[src/common/ccd_clamp_defs.vh]
// constants for the converter output timing and clamp block
`ifndef CCD_CLAMP_DEFS_VH
`define CCD_CLAMP_DEFS_VH
`define LAT_CORR        4'd10
`define LAT_DIRECT      4'd9
`define OB_FIRST        4'd5
`define OB_LAST         4'd12
`define OB_AVG_SHIFT    3
`define CLAMP_MIN       10'd14
`define CLAMP_MAX       10'd76
`define CLAMP_RESET     10'd14
`define ADDR_CTRL       4'h0
`define ADDR_CLAMP      4'h4
`define ADDR_STATUS     4'h8
`define ADDR_OB_AVG     4'hc
`define CTRL_PATH_BIT   0
`define CTRL_TC_LSB     4
`define CTRL_BW_LSB     8
`define CTRL_LOW_POWER_SELECT_BIT  10
`define CTRL_INV_BIT    11
`define CTRL_RESET      32'h0000_0100
`define RESP_OKAY       2'b00
`define RESP_SLVERR     2'b10
`endif

[src/rtl/ccd_adc_output_timing_clamp.v]
// converter output pipeline, optical-black averaging and register slave
//
// The AXI4-Lite register port and the register addresses were decided locally.
`timescale 1ns/1ns
`include "ccd_clamp_defs.vh"
module ccd_adc_output_timing_clamp #(
  parameter DW = 10
) (
  input  wire          aclk,
  input  wire          aresetn,
  input  wire [DW-1:0] sample_in,
  input  wire          optical_black_pulse,
  input  wire          preblank_input,
  input  wire          black_sample_strobe,
  input  wire          signal_sample_strobe,
  output reg  [DW-1:0] output_bus,
  output reg           output_valid,
  input  wire          output_ready,
  output reg  [3:0]    black_hold_tc_select,
  output reg  [1:0]    hold_bw_select,
  output reg           low_power_select,
  input  wire [3:0]    s_axi_awaddr,
  input  wire          s_axi_awvalid,
  output reg           s_axi_awready,
  input  wire [31:0]   s_axi_wdata,
  input  wire [3:0]    s_axi_wstrb,
  input  wire          s_axi_wvalid,
  output reg           s_axi_wready,
  output reg  [1:0]    s_axi_bresp,
  output reg           s_axi_bvalid,
  input  wire          s_axi_bready,
  input  wire [3:0]    s_axi_araddr,
  input  wire          s_axi_arvalid,
  output reg           s_axi_arready,
  output reg  [31:0]   s_axi_rdata,
  output reg  [1:0]    s_axi_rresp,
  output reg           s_axi_rvalid,
  input  wire          s_axi_rready
);
  localparam PIPE = 10;

  // pin synchronisers
  reg  [DW-1:0] smp_s1_r, smp_s2_r;
  reg  [1:0]    obp_s_r, pbk_s_r, sbk_s_r, ssg_s_r;
  reg           obp_d_r;
  // sample one stage behind the synchroniser, level with the pulse's edge detector
  reg  [DW-1:0] smp_d_r;
  // registers
  reg  [31:0]   ctrl_r;
  reg  [DW-1:0] clamp_r;
  reg  [DW-1:0] ob_avg_r;
  reg           ob_done_r;
  // window
  reg  [3:0]    ob_cnt_r;
  reg           ob_act_r;
  reg  [DW+2:0] ob_acc_r;
  // pipeline
  reg  [DW-1:0] pipe_r [0:PIPE-1];
  reg  [PIPE-1:0] pv_r;
  // axi
  reg  [3:0]    aw_r;
  reg  [31:0]   wd_r;
  reg  [3:0]    ws_r;
  reg           aw_ok_r, w_ok_r;

  wire          direct_mode = ctrl_r[`CTRL_PATH_BIT];
  wire          strobe_inv  = ctrl_r[`CTRL_INV_BIT];
  wire          pbk_act     = pbk_s_r[1] ^ strobe_inv;
  wire          sig_low     = ssg_s_r[1] ^ strobe_inv;  // low-going unless inverted
  wire          obp_rise    = obp_s_r[1] & ~obp_d_r;
  // the tap leaves room for the fifo stage and the output register, so that the
  // sampling register to the output register spans ten or nine cycles; the two
  // synchroniser flops in front add a fixed two cycles in both modes
  wire [DW-1:0] tap         = direct_mode ? pipe_r[`LAT_DIRECT-3] : pipe_r[`LAT_CORR-3];
  wire          tap_v       = direct_mode ? pv_r[`LAT_DIRECT-3] : pv_r[`LAT_CORR-3];
  wire          fifo_in_rdy;
  wire [DW-1:0] fifo_dout;
  wire          fifo_vld;
  wire          fifo_pop    = fifo_vld & (~output_valid | output_ready);
  wire [DW-1:0] wr_clamp    = wd_r[DW-1:0];
  // running sum plus the current sample; eight samples need three extra bits
  wire [DW+2:0] ob_sum      = ob_acc_r + {3'b000, smp_d_r};

  // two-stage synchronisers on the sample, pulse, preblank and strobe inputs; output_ready is used unsynchronised
  always @(posedge aclk) begin
    if (!aresetn) begin
      smp_s1_r <= {DW{1'b0}};
      smp_s2_r <= {DW{1'b0}};
      obp_s_r  <= 2'b00;
      pbk_s_r  <= 2'b00;
      sbk_s_r  <= 2'b00;
      ssg_s_r  <= 2'b00;
      obp_d_r  <= 1'b0;
      smp_d_r  <= {DW{1'b0}};
    end else begin
      smp_s1_r <= sample_in;                 // taken at the rising edge
      smp_s2_r <= smp_s1_r;
      obp_s_r  <= {obp_s_r[0], optical_black_pulse};
      pbk_s_r  <= {pbk_s_r[0], preblank_input};
      sbk_s_r  <= {sbk_s_r[0], black_sample_strobe};
      ssg_s_r  <= {ssg_s_r[0], signal_sample_strobe};
      obp_d_r  <= obp_s_r[1];
      smp_d_r  <= smp_s2_r;                  // stays level with obp_d_r, one cycle behind obp_rise
    end
  end

  // conversion pipeline, one stage per clock; the tap moves with the mode
  // a full fifo freezes every stage at once; new pin samples are dropped at the head
  genvar g;
  generate
    for (g = 0; g < PIPE; g = g + 1) begin : stage
      always @(posedge aclk) begin
        if (!aresetn) begin
          pipe_r[g] <= {DW{1'b0}};
          pv_r[g]   <= 1'b0;
        end else if (fifo_in_rdy) begin
          pipe_r[g] <= (g == 0) ? smp_s2_r : pipe_r[(g == 0) ? 0 : g-1];
          pv_r[g]   <= (g == 0) ? 1'b1 : pv_r[(g == 0) ? 0 : g-1];
        end
      end
    end
  endgenerate

  // optical-black window: edge after the pulse is cycle one, average cycles 5..12
  always @(posedge aclk) begin
    if (!aresetn) begin
      ob_cnt_r  <= 4'd0;
      ob_act_r  <= 1'b0;
      ob_acc_r  <= {(DW+3){1'b0}};
      ob_avg_r  <= `CLAMP_RESET;
      ob_done_r <= 1'b0;
    end else if (obp_rise) begin
      ob_cnt_r <= 4'd1;
      ob_act_r <= 1'b1;
      ob_acc_r <= {(DW+3){1'b0}};
    end else if (ob_act_r) begin
      ob_cnt_r <= ob_cnt_r + 4'd1;
      // the counter names the cycle whose sample sits in smp_d_r at this edge
      if (ob_cnt_r >= `OB_FIRST && ob_cnt_r <= `OB_LAST)
        ob_acc_r <= ob_sum;
      if (ob_cnt_r == `OB_LAST) begin
        ob_act_r  <= 1'b0;
        // dropping the low bits divides by eight; the remainder is discarded, not rounded
        ob_avg_r  <= ob_sum[DW+2:`OB_AVG_SHIFT];                 // mean of 8
        ob_done_r <= 1'b1;
      end
    end
  end

  // four words of slack let a short stall of the sink pass without losing samples
  sample_fifo #(
    .WIDTH (DW),
    .DEPTH (4),
    .AW    (2)
  ) u_fifo (
    .aclk      (aclk),
    .aresetn   (aresetn),
    .in_data   (tap),
    .in_valid  (tap_v),
    .in_ready  (fifo_in_rdy),
    .out_data  (fifo_dout),
    .out_valid (fifo_vld),
    .out_ready (fifo_pop)
  );

  // output register: rising edge only, clamp code replaces data under preblank
  // the clamp code is chosen as each word leaves, two cycles after the pin moves
  always @(posedge aclk) begin
    if (!aresetn) begin
      output_bus   <= {DW{1'b0}};
      output_valid <= 1'b0;
    end else if (fifo_pop) begin
      output_bus   <= pbk_act ? clamp_r : fifo_dout;
      output_valid <= 1'b1;
    end else if (output_ready) begin
      output_valid <= 1'b0;
    end
  end

  // axi4-lite write: address and data taken in either order, response after both
  always @(posedge aclk) begin
    if (!aresetn) begin
      s_axi_awready <= 1'b1;
      s_axi_wready  <= 1'b1;
      s_axi_bvalid  <= 1'b0;
      s_axi_bresp   <= `RESP_OKAY;
      aw_ok_r <= 1'b0;
      w_ok_r  <= 1'b0;
      aw_r    <= 4'h0;
      wd_r    <= 32'h0;
      ws_r    <= 4'h0;
      ctrl_r  <= `CTRL_RESET;
      clamp_r <= `CLAMP_RESET;
      black_hold_tc_select <= 4'h0;
      hold_bw_select       <= 2'b01;
      low_power_select     <= 1'b0;
    end else begin
      if (s_axi_awvalid && s_axi_awready) begin
        aw_r <= s_axi_awaddr;
        aw_ok_r <= 1'b1;
        s_axi_awready <= 1'b0;
      end
      if (s_axi_wvalid && s_axi_wready) begin
        wd_r <= s_axi_wdata;
        ws_r <= s_axi_wstrb;
        w_ok_r <= 1'b1;
        s_axi_wready <= 1'b0;
      end
      if (aw_ok_r && w_ok_r && !s_axi_bvalid) begin
        s_axi_bvalid <= 1'b1;
        s_axi_bresp  <= `RESP_OKAY;
        if (aw_r == `ADDR_CTRL) begin
          if (ws_r[0])
            ctrl_r[7:0] <= wd_r[7:0];
          if (ws_r[1])
            ctrl_r[15:8] <= wd_r[15:8];
        end else if (aw_r == `ADDR_CLAMP) begin
          // out-of-range clamp codes are pinned to the legal span
          if (ws_r[0] && ws_r[1])
            clamp_r <= (wr_clamp < `CLAMP_MIN) ? `CLAMP_MIN :
                       (wr_clamp > `CLAMP_MAX) ? `CLAMP_MAX : wr_clamp;
        end else if (aw_r != `ADDR_STATUS && aw_r != `ADDR_OB_AVG) begin
          s_axi_bresp <= `RESP_SLVERR;
        end
      end
      if (s_axi_bvalid && s_axi_bready) begin
        s_axi_bvalid  <= 1'b0;
        aw_ok_r       <= 1'b0;
        w_ok_r        <= 1'b0;
        s_axi_awready <= 1'b1;
        s_axi_wready  <= 1'b1;
      end
      // the field copies follow the control register one cycle later
      black_hold_tc_select <= ctrl_r[`CTRL_TC_LSB+3:`CTRL_TC_LSB];
      // code zero is forbidden; hardware keeps the last legal code
      if (ctrl_r[`CTRL_BW_LSB+1:`CTRL_BW_LSB] != 2'b00)
        hold_bw_select <= ctrl_r[`CTRL_BW_LSB+1:`CTRL_BW_LSB];
      low_power_select <= ctrl_r[`CTRL_LOW_POWER_SELECT_BIT];
    end
  end

  // axi4-lite read: one cycle to rvalid, held until rready
  // status is captured as the address is taken, not when rvalid is seen
  always @(posedge aclk) begin
    if (!aresetn) begin
      s_axi_arready <= 1'b1;
      s_axi_rvalid  <= 1'b0;
      s_axi_rdata   <= 32'h0;
      s_axi_rresp   <= `RESP_OKAY;
    end else if (s_axi_arvalid && s_axi_arready) begin
      s_axi_arready <= 1'b0;
      s_axi_rvalid  <= 1'b1;
      s_axi_rresp   <= `RESP_OKAY;
      case (s_axi_araddr)
        `ADDR_CTRL:   s_axi_rdata <= {16'h0, ctrl_r[15:0]};
        `ADDR_CLAMP:  s_axi_rdata <= {22'h0, clamp_r};
        `ADDR_STATUS: s_axi_rdata <= {25'h0, sbk_s_r[1], sig_low, pbk_act,
                                     ob_act_r, ob_done_r, ~fifo_in_rdy, fifo_vld};
        `ADDR_OB_AVG: s_axi_rdata <= {22'h0, ob_avg_r};
        default: begin
          s_axi_rdata <= 32'h0;
          s_axi_rresp <= `RESP_SLVERR;
        end
      endcase
    end else if (s_axi_rvalid && s_axi_rready) begin
      s_axi_rvalid  <= 1'b0;
      s_axi_arready <= 1'b1;
    end
  end
endmodule // ccd_adc_output_timing_clamp

[src/rtl/sample_fifo.v]
// small synchronous fifo with valid/ready on both sides
`timescale 1ns/1ns
module sample_fifo #(
  parameter WIDTH = 10,
  parameter DEPTH = 4,
  parameter AW    = 2
) (
  input  wire             aclk,
  input  wire             aresetn,
  input  wire [WIDTH-1:0] in_data,
  input  wire             in_valid,
  output wire             in_ready,
  output wire [WIDTH-1:0] out_data,
  output wire             out_valid,
  input  wire             out_ready
);
  reg [WIDTH-1:0] mem_r [0:DEPTH-1];
  reg [AW-1:0]    wp_r;
  reg [AW-1:0]    rp_r;
  reg [AW:0]      cnt_r;
  wire            push;
  wire            pop;

  assign in_ready  = (cnt_r != DEPTH);
  assign out_valid = (cnt_r != 0);
  assign out_data  = mem_r[rp_r];
  assign push      = in_valid & in_ready;
  assign pop       = out_valid & out_ready;

  // pointers and occupancy; a full fifo refuses, so nothing is overwritten
  always @(posedge aclk) begin
    if (!aresetn) begin
      wp_r  <= {AW{1'b0}};
      rp_r  <= {AW{1'b0}};
      cnt_r <= {(AW+1){1'b0}};
    end else begin
      if (push) begin
        mem_r[wp_r] <= in_data;
        wp_r        <= wp_r + 1'b1;
      end
      if (pop)
        rp_r <= rp_r + 1'b1;
      if (push & ~pop)
        cnt_r <= cnt_r + 1'b1;
      else if (pop & ~push)
        cnt_r <= cnt_r - 1'b1;
    end
  end
endmodule // sample_fifo

[config.mk]
export PLATFORM = sky130hd
export DESIGN_NAME = ccd_adc_output_timing_clamp
export DESIGN_NICKNAME = d
export VERILOG_FILES = /design/src/rtl/ccd_adc_output_timing_clamp.v /design/src/rtl/sample_fifo.v
export VERILOG_INCLUDE_DIRS = /design/src /design/src/common
export SDC_FILE = /design/constraint.sdc
export NUM_CORES = 1
export LEC_CHECK = 0
export BUFFER_PORTS_ARGS = -buffer_cell sky130_fd_sc_hd__buf_2
export CORE_ASPECT_RATIO = 0.9
export CORE_MARGIN = 2
export CORE_UTILIZATION = 45
export CTS_CLUSTER_SIZE = 30
export DETAILED_ROUTE_END_ITERATION = 10
export HOLD_SLACK_MARGIN = 0.12
export PLACE_DENSITY = 0.66
export SLEW_MARGIN = 25
export SYNTH_ARGS = -nofsm -noshare
export SYNTH_HDL_FRONTEND = slang
export SYNTH_SLANG_ARGS = --single-unit
[constraint.sdc]
create_clock -name aclk -period 2.9 [get_ports aclk]
set_input_delay 0 -clock aclk [delete_from_list [all_inputs] [get_ports aclk]]
set_output_delay 0 -clock aclk [all_outputs]
set_load 0.01 [all_outputs]
# ---- Word level (Yosys, flattened, before mapping)
# Memory sizes are Yosys's and may differ from the RTL's. A register that Yosys moved wholly into a read port is not among the register bits.
# Index checks and enable logic that the tools add are counted.
dict set report op_classes {
  add_sub_neg 6
  order_cmp 4
  eq_ne 8
  muxes 42
  bitwise_logic 27
  n_reduce_logical 27
}
# operator count
set op_table {}
lappend op_table {{10-bit 2-to-1 mux} 14}
lappend op_table {{16-bit case mux with 4 select lines} 1}
lappend op_table {{1-bit 2-to-1 mux} 19}
lappend op_table {{13-bit by 10-bit adder with 13-bit output} 1}
lappend op_table {{4-bit equality test (second input constant)} 3}
lappend op_table {{2-bit 2-to-1 mux} 6}
lappend op_table {{1-bit bitwise OR} 11}
lappend op_table {{10-bit by 7-bit greater-than comparator with 1-bit output (second input constant)} 1}
lappend op_table {{1-bit logical AND} 10}
lappend op_table {{10-bit by 4-bit < comparator with 1-bit output (second input constant)} 1}
lappend op_table {{2-bit nonzero test} 5}
lappend op_table {{3-bit AND reduction} 3}
lappend op_table {{4-bit by 3-bit equality test with 1-bit output (second input constant)} 2}
lappend op_table {{4-bit zero test} 2}
lappend op_table {{4-bit inequality test (second input constant)} 2}
lappend op_table {{1-bit NOT} 8}
lappend op_table {{1-bit AND} 6}
lappend op_table {{3-bit 2-to-1 mux} 2}
lappend op_table {{2-bit by 1-bit adder with 2-bit output (second input constant)} 2}
lappend op_table {{4-bit by 1-bit adder with 4-bit output (second input constant)} 1}
lappend op_table {{4-bit by 3-bit >= comparator with 1-bit output (second input constant)} 1}
lappend op_table {{4-bit less-or-equal comparator (second input constant)} 1}
lappend op_table {{4-bit AND reduction} 1}
lappend op_table {{2-bit OR reduction} 2}
lappend op_table {{other kinds (8)} 9}
dict set report word_totals {
  reg_bits 192
  mem_bits_rw 140
  in_bits 66
  out_inout_bits 59
  word_cells 162
  memories 2
}
# memory depth word_bits read_ports rd_clocked_by_memory_dff wr line
set mem_list {}
lappend mem_list {pipe_r 10 10 9 0 10 ccd_adc_output_timing_clamp.v:58} ;# reg [DW-1:0] pipe_r [0:PIPE-1];
lappend mem_list {u_fifo.mem_r 4 10 1 1 1 sample_fifo.v:17} ;# reg [WIDTH-1:0] mem_r [0:DEPTH-1];

# ---- Depth between registers and ports, before layout
# Gate-level depths: netlist (run 1).
dict set report logic_depth {
  ltp_word 7
  depth_mapped 11
  ltp_nobuf 9
}

# ---- Cells and area by module
# From an unflattened synthesis (run 1), not the netlist that was laid out.
dict set report hier_totals {
  cells_unflattened 1023
  area_unflattened_um2 11695.0
}
# mod n_inst cells_each area_per_inst_um2 seq_area_each_um2
set modules_own_cells {}
lappend modules_own_cells {ccd_adc_output_timing_clamp 1 923 9749.4 5745.5}
lappend modules_own_cells {sample_fifo 1 100 1945.6 1381.3}

# ---- Worst setup path before layout (run 1)
# Ideal clock, no wire load.
dict set report synth_path {
  kind {register to register}
  from {register u_fifo.cnt_r[0]}
  to {memory pipe_r[0][0], enable pin}
  setup_ns 0.793
  arrival_ns 2.249
  required_ns 2.107
  setup_slack_ns -0.142
  path_stages_with_launch 5
  n_path_buf 1
  synth_period_minus_slack_ns 3.042
  path_cell_list {dfxtp_1 > nor2_1 > and2_1 > clkbuf_1 > nand2_1}
}
# item line
set synth_rtl {}
lappend synth_rtl {{start, declared} sample_fifo.v:20} ;# reg [AW:0] cnt_r;
lappend synth_rtl {{start signal, assigned} sample_fifo.v:35} ;# cnt_r <= {(AW+1){1'b0}};
lappend synth_rtl {{start signal, assigned} sample_fifo.v:44} ;# cnt_r <= cnt_r + 1'b1;
lappend synth_rtl {{start signal, assigned} sample_fifo.v:46} ;# cnt_r <= cnt_r - 1'b1;
lappend synth_rtl {{end, declared} ccd_adc_output_timing_clamp.v:58}

# ---- Worst setup path in the final report (run 1)
dict set report layout_path {
  from {register u_fifo.cnt_r[0]}
  to {register u_fifo.cnt_r[2]}
}
dict set report layout_via {
  word_cells_on_any_way 14
  classes_between {2 x add/sub; 1 x eq/ne; 2 x mux; 7 x bitwise; 2 x reduce/logical}
}
# item line
set layout_rtl {}
lappend layout_rtl {{3-bit inequality test (*)} sample_fifo.v:24} ;# assign in_ready = (cnt_r != DEPTH);
lappend layout_rtl {{1-bit AND (*)} sample_fifo.v:27} ;# assign push = in_valid & in_ready;
lappend layout_rtl {{via u_fifo.push} sample_fifo.v:21} ;# wire push;
lappend layout_rtl {{1-bit NOT} sample_fifo.v:45} ;# else if (pop & ~push)
lappend layout_rtl {{1-bit AND} sample_fifo.v:45}
lappend layout_rtl {{2-bit nonzero test (no source line)} --}
# The timed path passes the listed nets; every way through them passes the cells marked *. The select of a mux whose other input is x is not followed.
# A chain may end at the register's enable or synchronous reset.

==> impl_metrics.json, run 1 <==
{
  "status": "finished, final reports clean",
  "clock_power_share_pct": 35.4,
  "grt_pass1_wl_um": 37600,
  "grt_pass1_vias": 7317,
  "dr.max_layer_used": "met4",
  "worstPathArrival_ns": 2.83,
  "h-tree-depth": 1,
  "wl_met2_um": 10400,
  "dr.pass1.iters": 5,
  "switching_share_pct": 24.5,
  "cts_buffer_depth": 3,
  "hold_viol_final": 0,
  "power.density_nw_per_um2": 724,
  "layout_commonest_cell": "dfxtp_1",
  "vias": 7774,
  "grt_use_total_pct": 16.9,
  "antenna-diode-count": 0,
  "worstSetupEndpointType": "flip-flop",
  "cap_violations": 0,
  "ant_nets": 0,
  "fp.dieH_um": 157,
  "rsz0062_at_grt": "false",
  "syn_inst": 1024,
  "synth.avg_cell_area_um2": 11.4,
  "num_rows": 55,
  "netlist_area_um2": 11700,
  "clock-skew-final_ns": 0.0167,
  "routedWlPerCell_um": 15.3,
  "io_pins": 125,
  "final_nets": 1240,
  "relSlewSlack_pct": 38.6,
  "p_comb_share_pct": 13.5,
  "fp.dieW_um": 174,
  "clockRootBuffer": "clkbuf_16",
  "hpwl_um": 14400,
  "cts.clk_slew.worst_paths_ns": 0.06,
  "syn2layout_area_growth_pct": 18.8,
  "grt-ovfl-total": 0,
  "report.final.slew_viol_count": 0,
  "layout_common_cells": "dfxtp_1 (176), edfxtp_1 (120), nand2_1 (101)",
  "grt_max_degree": 101,
  "yosysTopAreaCell": "edfxtp_1",
  "synth_cell_type_count": 60,
  "seqPwrFrac_pct": 51.2,
  "synth_ff_type": "dfxtp_1",
  "drt_iter0_markers": 601,
  "path_class": "reg2reg",
  "seq_area_frac_synth_pct": 61.0,
  "power.switching_mw": 2.46,
  "tns_ns": 0,
  "ys_ff_latch": 296,
  "wl_met3_um": 1310,
  "drive_gt1_share_pct": 15.5,
  "startpoint_type": "flip-flop",
  "setup_viol": 0,
  "tightest_slew_ns": 0.921,
  "initial_core_util_pct": 46.1,
  "grt_antenna_before_repair": 0,
  "cp_data_required_time_ns": 3.36,
  "routed_wl_um": 23200,
  "period_needed_ns": 2.37,
  "cts_tree": "done",
  "hp-class": "in2reg",
  "drc_errors": 0,
  "cts_resized": 0,
  "cp_max_fo": 5,
  "place.port_buffers": 88,
  "cts_sinks": 296,
  "worst_ir_drop_vdd_uv": 459,
  "async_flop_share_pct": 0,
  "fmax_mhz": 422,
  "place_congestion": 0.837,
  "clk_latency_ns": 0.54,
  "netlist_top_cells_area": "edfxtp_1 (31%), dfxtp_1 (30%), and3_1 (4.2%), and2_1 (3.5%), nand2_1 (3.3%)",
  "dieArea_um2": 27300,
  "p_int_mw": 7.58,
  "min_period_over_period_pct": 81.6,
  "synth_warnings": 0,
  "finish.utilization_pct": 54.8,
  "wl_met1_um": 11000,
  "synth.top_cell.area_share_pct": 30.9,
  "numCtsBuffers": 29,
  "core_um2": 25300,
  "via_per_inst": 5.12,
  "p_leak_nw": 5.81,
  "synth_edf_count": 120
}
-- Yosys cell counts, types with 2 or more instances --
master    number
and3_1        78
and2_1        65
buf_1          3
nand2_1      103
nor2_1        61
o211ai_1       7
o211a_1        3
a211o_1        2
o21ai_1        2
nor4_1         3
or4_1          4
mux2_2        10
ha_1          18
nor3_4         2
nand2b_1      10
buf_4         19
nor3_1         7
a21oi_1       66
a211oi_1      17
inv_1         16
a22oi_1       18
mux2i_1       19
o21ai_0       22
or3_1          6
fa_1           2
nand3_1       40
o21a_1         4
or3_4          2
nand4_1        3
buf_2          6
edfxtp_1     120
mux4_2        17
xor2_1         9
o32ai_1        2
o31ai_1        3
xnor2_1        5
clkbuf_1      52
dfxtp_1      176
-- worst paths after layout --
check	start	to	slack (ns)	cells past startpoint
worst max-delay path	u_fifo.cnt_r[0]$_SDFFE_PN0P_	u_fifo.cnt_r[2]$_SDFFE_PN0P_	0.53	9
worst min-delay path	s_axi_araddr[2]	s_axi_rdata[5]$_SDFFE_PN0P_	0.14	4
worst max register to register	u_fifo.cnt_r[0]$_SDFFE_PN0P_	u_fifo.cnt_r[2]$_SDFFE_PN0P_	0.53	9
worst min register to register	smp_s1_r[1]$_SDFF_PN0_	smp_s2_r[1]$_SDFF_PN0_	0.43	1
-- stage by stage --
stage | power, mW | hold slack (ns) | cell area (µm²) | cells | setup slack (ns)
after floorplan | 6.11 | 0.100 | 11700 | 1041 | 0.410
after global placement | 6.46 | 0.205 | 12400 | 1405 | 0.631
after detailed placement | 6.51 | 0.208 | 12400 | 1405 | 0.579
after CTS | 10.1 | 0.121 | 13900 | 1519 | 0.538
after global routing | 10.5 | 0.199 | 13900 | 1519 | 0.396
final | 10.0 | 0.142 | 13900 | 1519 | 0.532
-- power groups by stage --
stage	registers, mW	logic [mW]	clock network (mW)
6_report	5.14	1.35	3.55
5_1_grt	5.20	1.51	3.80
4_1_cts	5.14	1.35	3.63
3_5_place_dp	5.23	1.28	0
3_3_place_gp	5.21	1.25	0
2_1_floorplan	5.17	0.943	0
-- what timing repair did --
item | in CTS | in global routing
buffers inserted | 0 | 0
hold buffers | 60 | 0
endpoints found under the hold margin | 88 | 0
-- routing by layer --
layer	vias to the layer above	GRT usage [%]
li1	3870	-
met1	3652	24.2
met2	209	26.5
met3	43	3.01
met4	0	4.64
met5	-	0
-- worst max-delay path: stages (launching register included) --
cell and delay (ns):
dfxtp_1 0.43, nor2_1 0.10, and2_1 0.18, nor2_1 0.27, ha_1 0.25, inv_1 0.06, fa_1 0.37, xor2_1 0.18
or3_1 0.31, a21oi_1 0.14
-- layout make-up --
class	count	area (µm²)
clock inverter	5	53.8
fill	2161	11400
clock buffer	49	852
timing repair buffer	163	1180
multi-input combinational	647	4170
tap	342	428
sequential	296	7130
inverter	17	63.8
-- cells by family (layout without fill, tap and decap cells) --
group | Yosys count | after routing | share of synthesized area (%)
simple gates | 391 | 391 | 17.4
flops | 296 | 296 | 61.0
compound gates | 158 | 158 | 8.48
buf+inv | 98 | 234 | 3.89
mux | 46 | 46 | 5.87
fa+ha+maj | 20 | 20 | 2.27
xor+xnor | 14 | 14 | 1.05
other cells | 1 | 18 | 0.0321
-- registers in the layout, indices dropped and copies added, names as in the netlist, 13 cells and up, named ones only --
name / flops
pipe_r: 80
u_fifo.mem_r: 40
ctrl_r: 16
s_axi_rdata: 16
wd_r: 16
ob_acc_r: 13
Note: power is estimated with default switching activity, not from simulation.
==> inputs of run 2 (changes only) <==
Settings changed: ABC_AREA from default to 1.
Clock period 2.9 ns to 2.1 ns, I/O delays scaled along.
==> impl_metrics.json, run 2 <==
{
  "yosysMostFrequentCell": "inv_1",
  "fp.dieW_um": 176,
  "syn2layout_area_growth_pct": 22.5,
  "netlist_area_um2": 12000,
  "worstPathArrival_ns": 2.49,
  "hp-class": "in2reg",
  "antenna-diode-count": 0,
  "fmax_mhz": 485,
  "fp.dieH_um": 159,
  "yosysTopAreaCell": "edfxtp_1",
  "pre_cts_slack_ns": 0.0974,
  "synth_edf_count": 120,
  "io_pins": 125,
  "dr.pass1.iters": 5,
  "report.final.slew_viol_count": 0,
  "routedWlPerCell_um": 13.3,
  "numCtsBuffers": 30,
  "netlist_top_cells_area": "edfxtp_1 (30%), dfxtp_1 (29%), inv_1 (7.1%), nand2_1 (6.2%), nor2_1 (6.0%)",
  "clk_latency_ns": 0.55,
  "post_cts_buffers": 0,
  "synth.avg_cell_area_um2": 8.94,
  "ant_nets": 0,
  "cp_max_fo": 13,
  "p_leak_nw": 6.48,
  "via_per_inst": 4.74,
  "path_class": "reg2reg",
  "startpoint_type": "flip-flop",
  "status": "finished, final reports clean",
  "netlist_top_cells_count": "inv_1 (226), nand2_1 (197), nor2_1 (193)",
  "fin_ws_ns": 0.0369,
  "synth_warnings": 0,
  "async_flop_share_pct": 0,
  "routed_wl_um": 25200,
  "worstSetupEndpointType": "flip-flop",
  "clock-skew-final_ns": 0.0209,
  "synth_ff_type": "dfxtp_1",
  "core_um2": 26100,
  "relSlewSlack_pct": 50.7,
  "layout_common_cells": "inv_1 (226), nand2_1 (195), nor2_1 (193)",
  "grt_pass1_vias": 8494,
  "power.density_nw_per_um2": 1010,
  "cp_data_required_time_ns": 2.53,
  "cap_violations": 0,
  "grt_use_total_pct": 17.7,
  "place.port_buffers": 88,
  "setup_viol": 0,
  "grt-ovfl-total": 0,
  "cts_buffer_depth": 3,
  "grt_antenna_before_repair": 0,
  "final_nets": 1613,
  "dieArea_um2": 27900,
  "cts_sinks": 296,
  "ys_ff_latch": 296,
  "cts.clk_slew.worst_paths_ns": 0.06,
  "cts_tree": "done",
  "worst_ir_drop_vdd_uv": 670,
  "vias": 8996,
  "hpwl_um": 15600,
  "regMostFlops": "pipe_r",
  "syn_inst": 1340,
  "hold_viol_final": 0,
  "min_period_over_period_pct": 98.2,
  "drt_iter0_markers": 677,
  "layout_commonest_cell": "inv_1",
  "period_needed_ns": 2.06,
  "grt_max_degree": 79,
  "rsz0062_at_grt": "true",
  "clockRootBuffer": "clkbuf_16",
  "drc_errors": 0,
  "largestRegisters": "pipe_r: 80 flops, u_fifo.mem_r: 40 flops",
  "h-tree-depth": 1,
  "tightest_slew_ns": 0.737,
  "place_congestion": 0.851,
  "drive_gt1_share_pct": 12.8,
  "finish.utilization_pct": 56.2,
  "synth.top_cell.area_share_pct": 30.1,
  "synth_cell_type_count": 40,
  "num_rows": 56,
  "largest_reg_flops": 80,
  "grt_pass1_wl_um": 40900,
  "initial_core_util_pct": 45.8,
  "seq_area_frac_synth_pct": 59.5
}
## run 2: cell count changes after synthesis, sizes merged, moves of 18 or more
cell,delta
a21oi,+35
a22oi,-18
and2,-65
and3,-78
clkbuf,-29
inv,+219
mux2i,-19
nand2,+99
nor2,+138
o21ai,+105
o22ai,+21
## run 2: worst paths after layout
kind	start	to	slack (ns)	cells after the start
setup / recovery	s_axi_wready$_SDFFE_PP1P_	wd_r[1]$_SDFFE_PN0P_	0.04	6
hold / removal	aresetn	pipe_r[0][6]$_SDFFCE_PN0P_	0.16	3
setup reg to reg	s_axi_wready$_SDFFE_PP1P_	wd_r[1]$_SDFFE_PN0P_	0.04	6
hold reg to reg	smp_s1_r[8]$_SDFF_PN0_	smp_s2_r[8]$_SDFF_PN0_	0.41	2
## run 2: cell families (layout without fill, tap and decap cells)
| kind of cell | Yosys count | after routing | share of synthesized area (%) |
|---|---|---|---|
| flops | 296 | 296 | 59.5 |
| xor+xnor | 9 | 9 | 0.658 |
| buf+inv | 301 | 495 | 10.5 |
| fa+ha+maj | 20 | 20 | 2.21 |
| compound gates | 257 | 257 | 11.1 |
| simple gates | 456 | 456 | 15.9 |
| other cells | 1 | 18 | 0.0313 |
## run 2: cell type report
type / instances / area [µm²]
well taps: 348 / 435
inverters: 236 / 890
multi-input cells: 760 / 3680
flip-flops and latches: 296 / 7130
clock inverters: 8 / 65.1
repair buffers: 203 / 1590
fillers: 2307 / 11500
clock buffers: 48 / 892
## run 2: where the power goes
| group | internal, mW | switching (mW) | total, mW |
|---|---|---|---|
| logic | 0.898 | 1.62 | 2.51 |
| clock network | 3.02 | 2.11 | 5.13 |
| registers | 6.87 | 0.282 | 7.15 |
## run 2: through the flow
stage	power, mW	hold WS, ns	TNS (ns)	cells	instance area [µm²]
after detailed placement	9.59	0.188	0	1752	12800
after CTS	14.9	0.160	0	1898	14600
final	14.8	0.162	0	1899	14700
after global placement	9.51	0.182	0	1752	12800
after global routing	15.5	0.173	-0.0373	1899	14700
after floorplan	8.79	0.0976	0	1357	12100
## run 2: repair_timing
item                       CTS  global route
hold endpoints to repair    92             0
hold buffers                90             0
setup endpoints to repair    0             8
gates resized for setup      0            10
## run 2: per-layer routing
layer  global-route usage (%)  vias up  part of all wire [%]
met4                     4.96        0                   2.4
met1                     24.9     4144                    47
met3                     2.83       46                   4.9
li1                         -     4603                     -
met2                     28.4      203                    46
met5                        0        -                     0
## run 2: critical path, stage by stage (launching register included)
cell	delay (ns)
dfxtp_2	0.35
nand2_2	0.10
buf_12	0.16
o21ai_0	0.15
dlygate4sd3_1	0.59
a21oi_2	0.04
dlygate4sd3_1	0.55
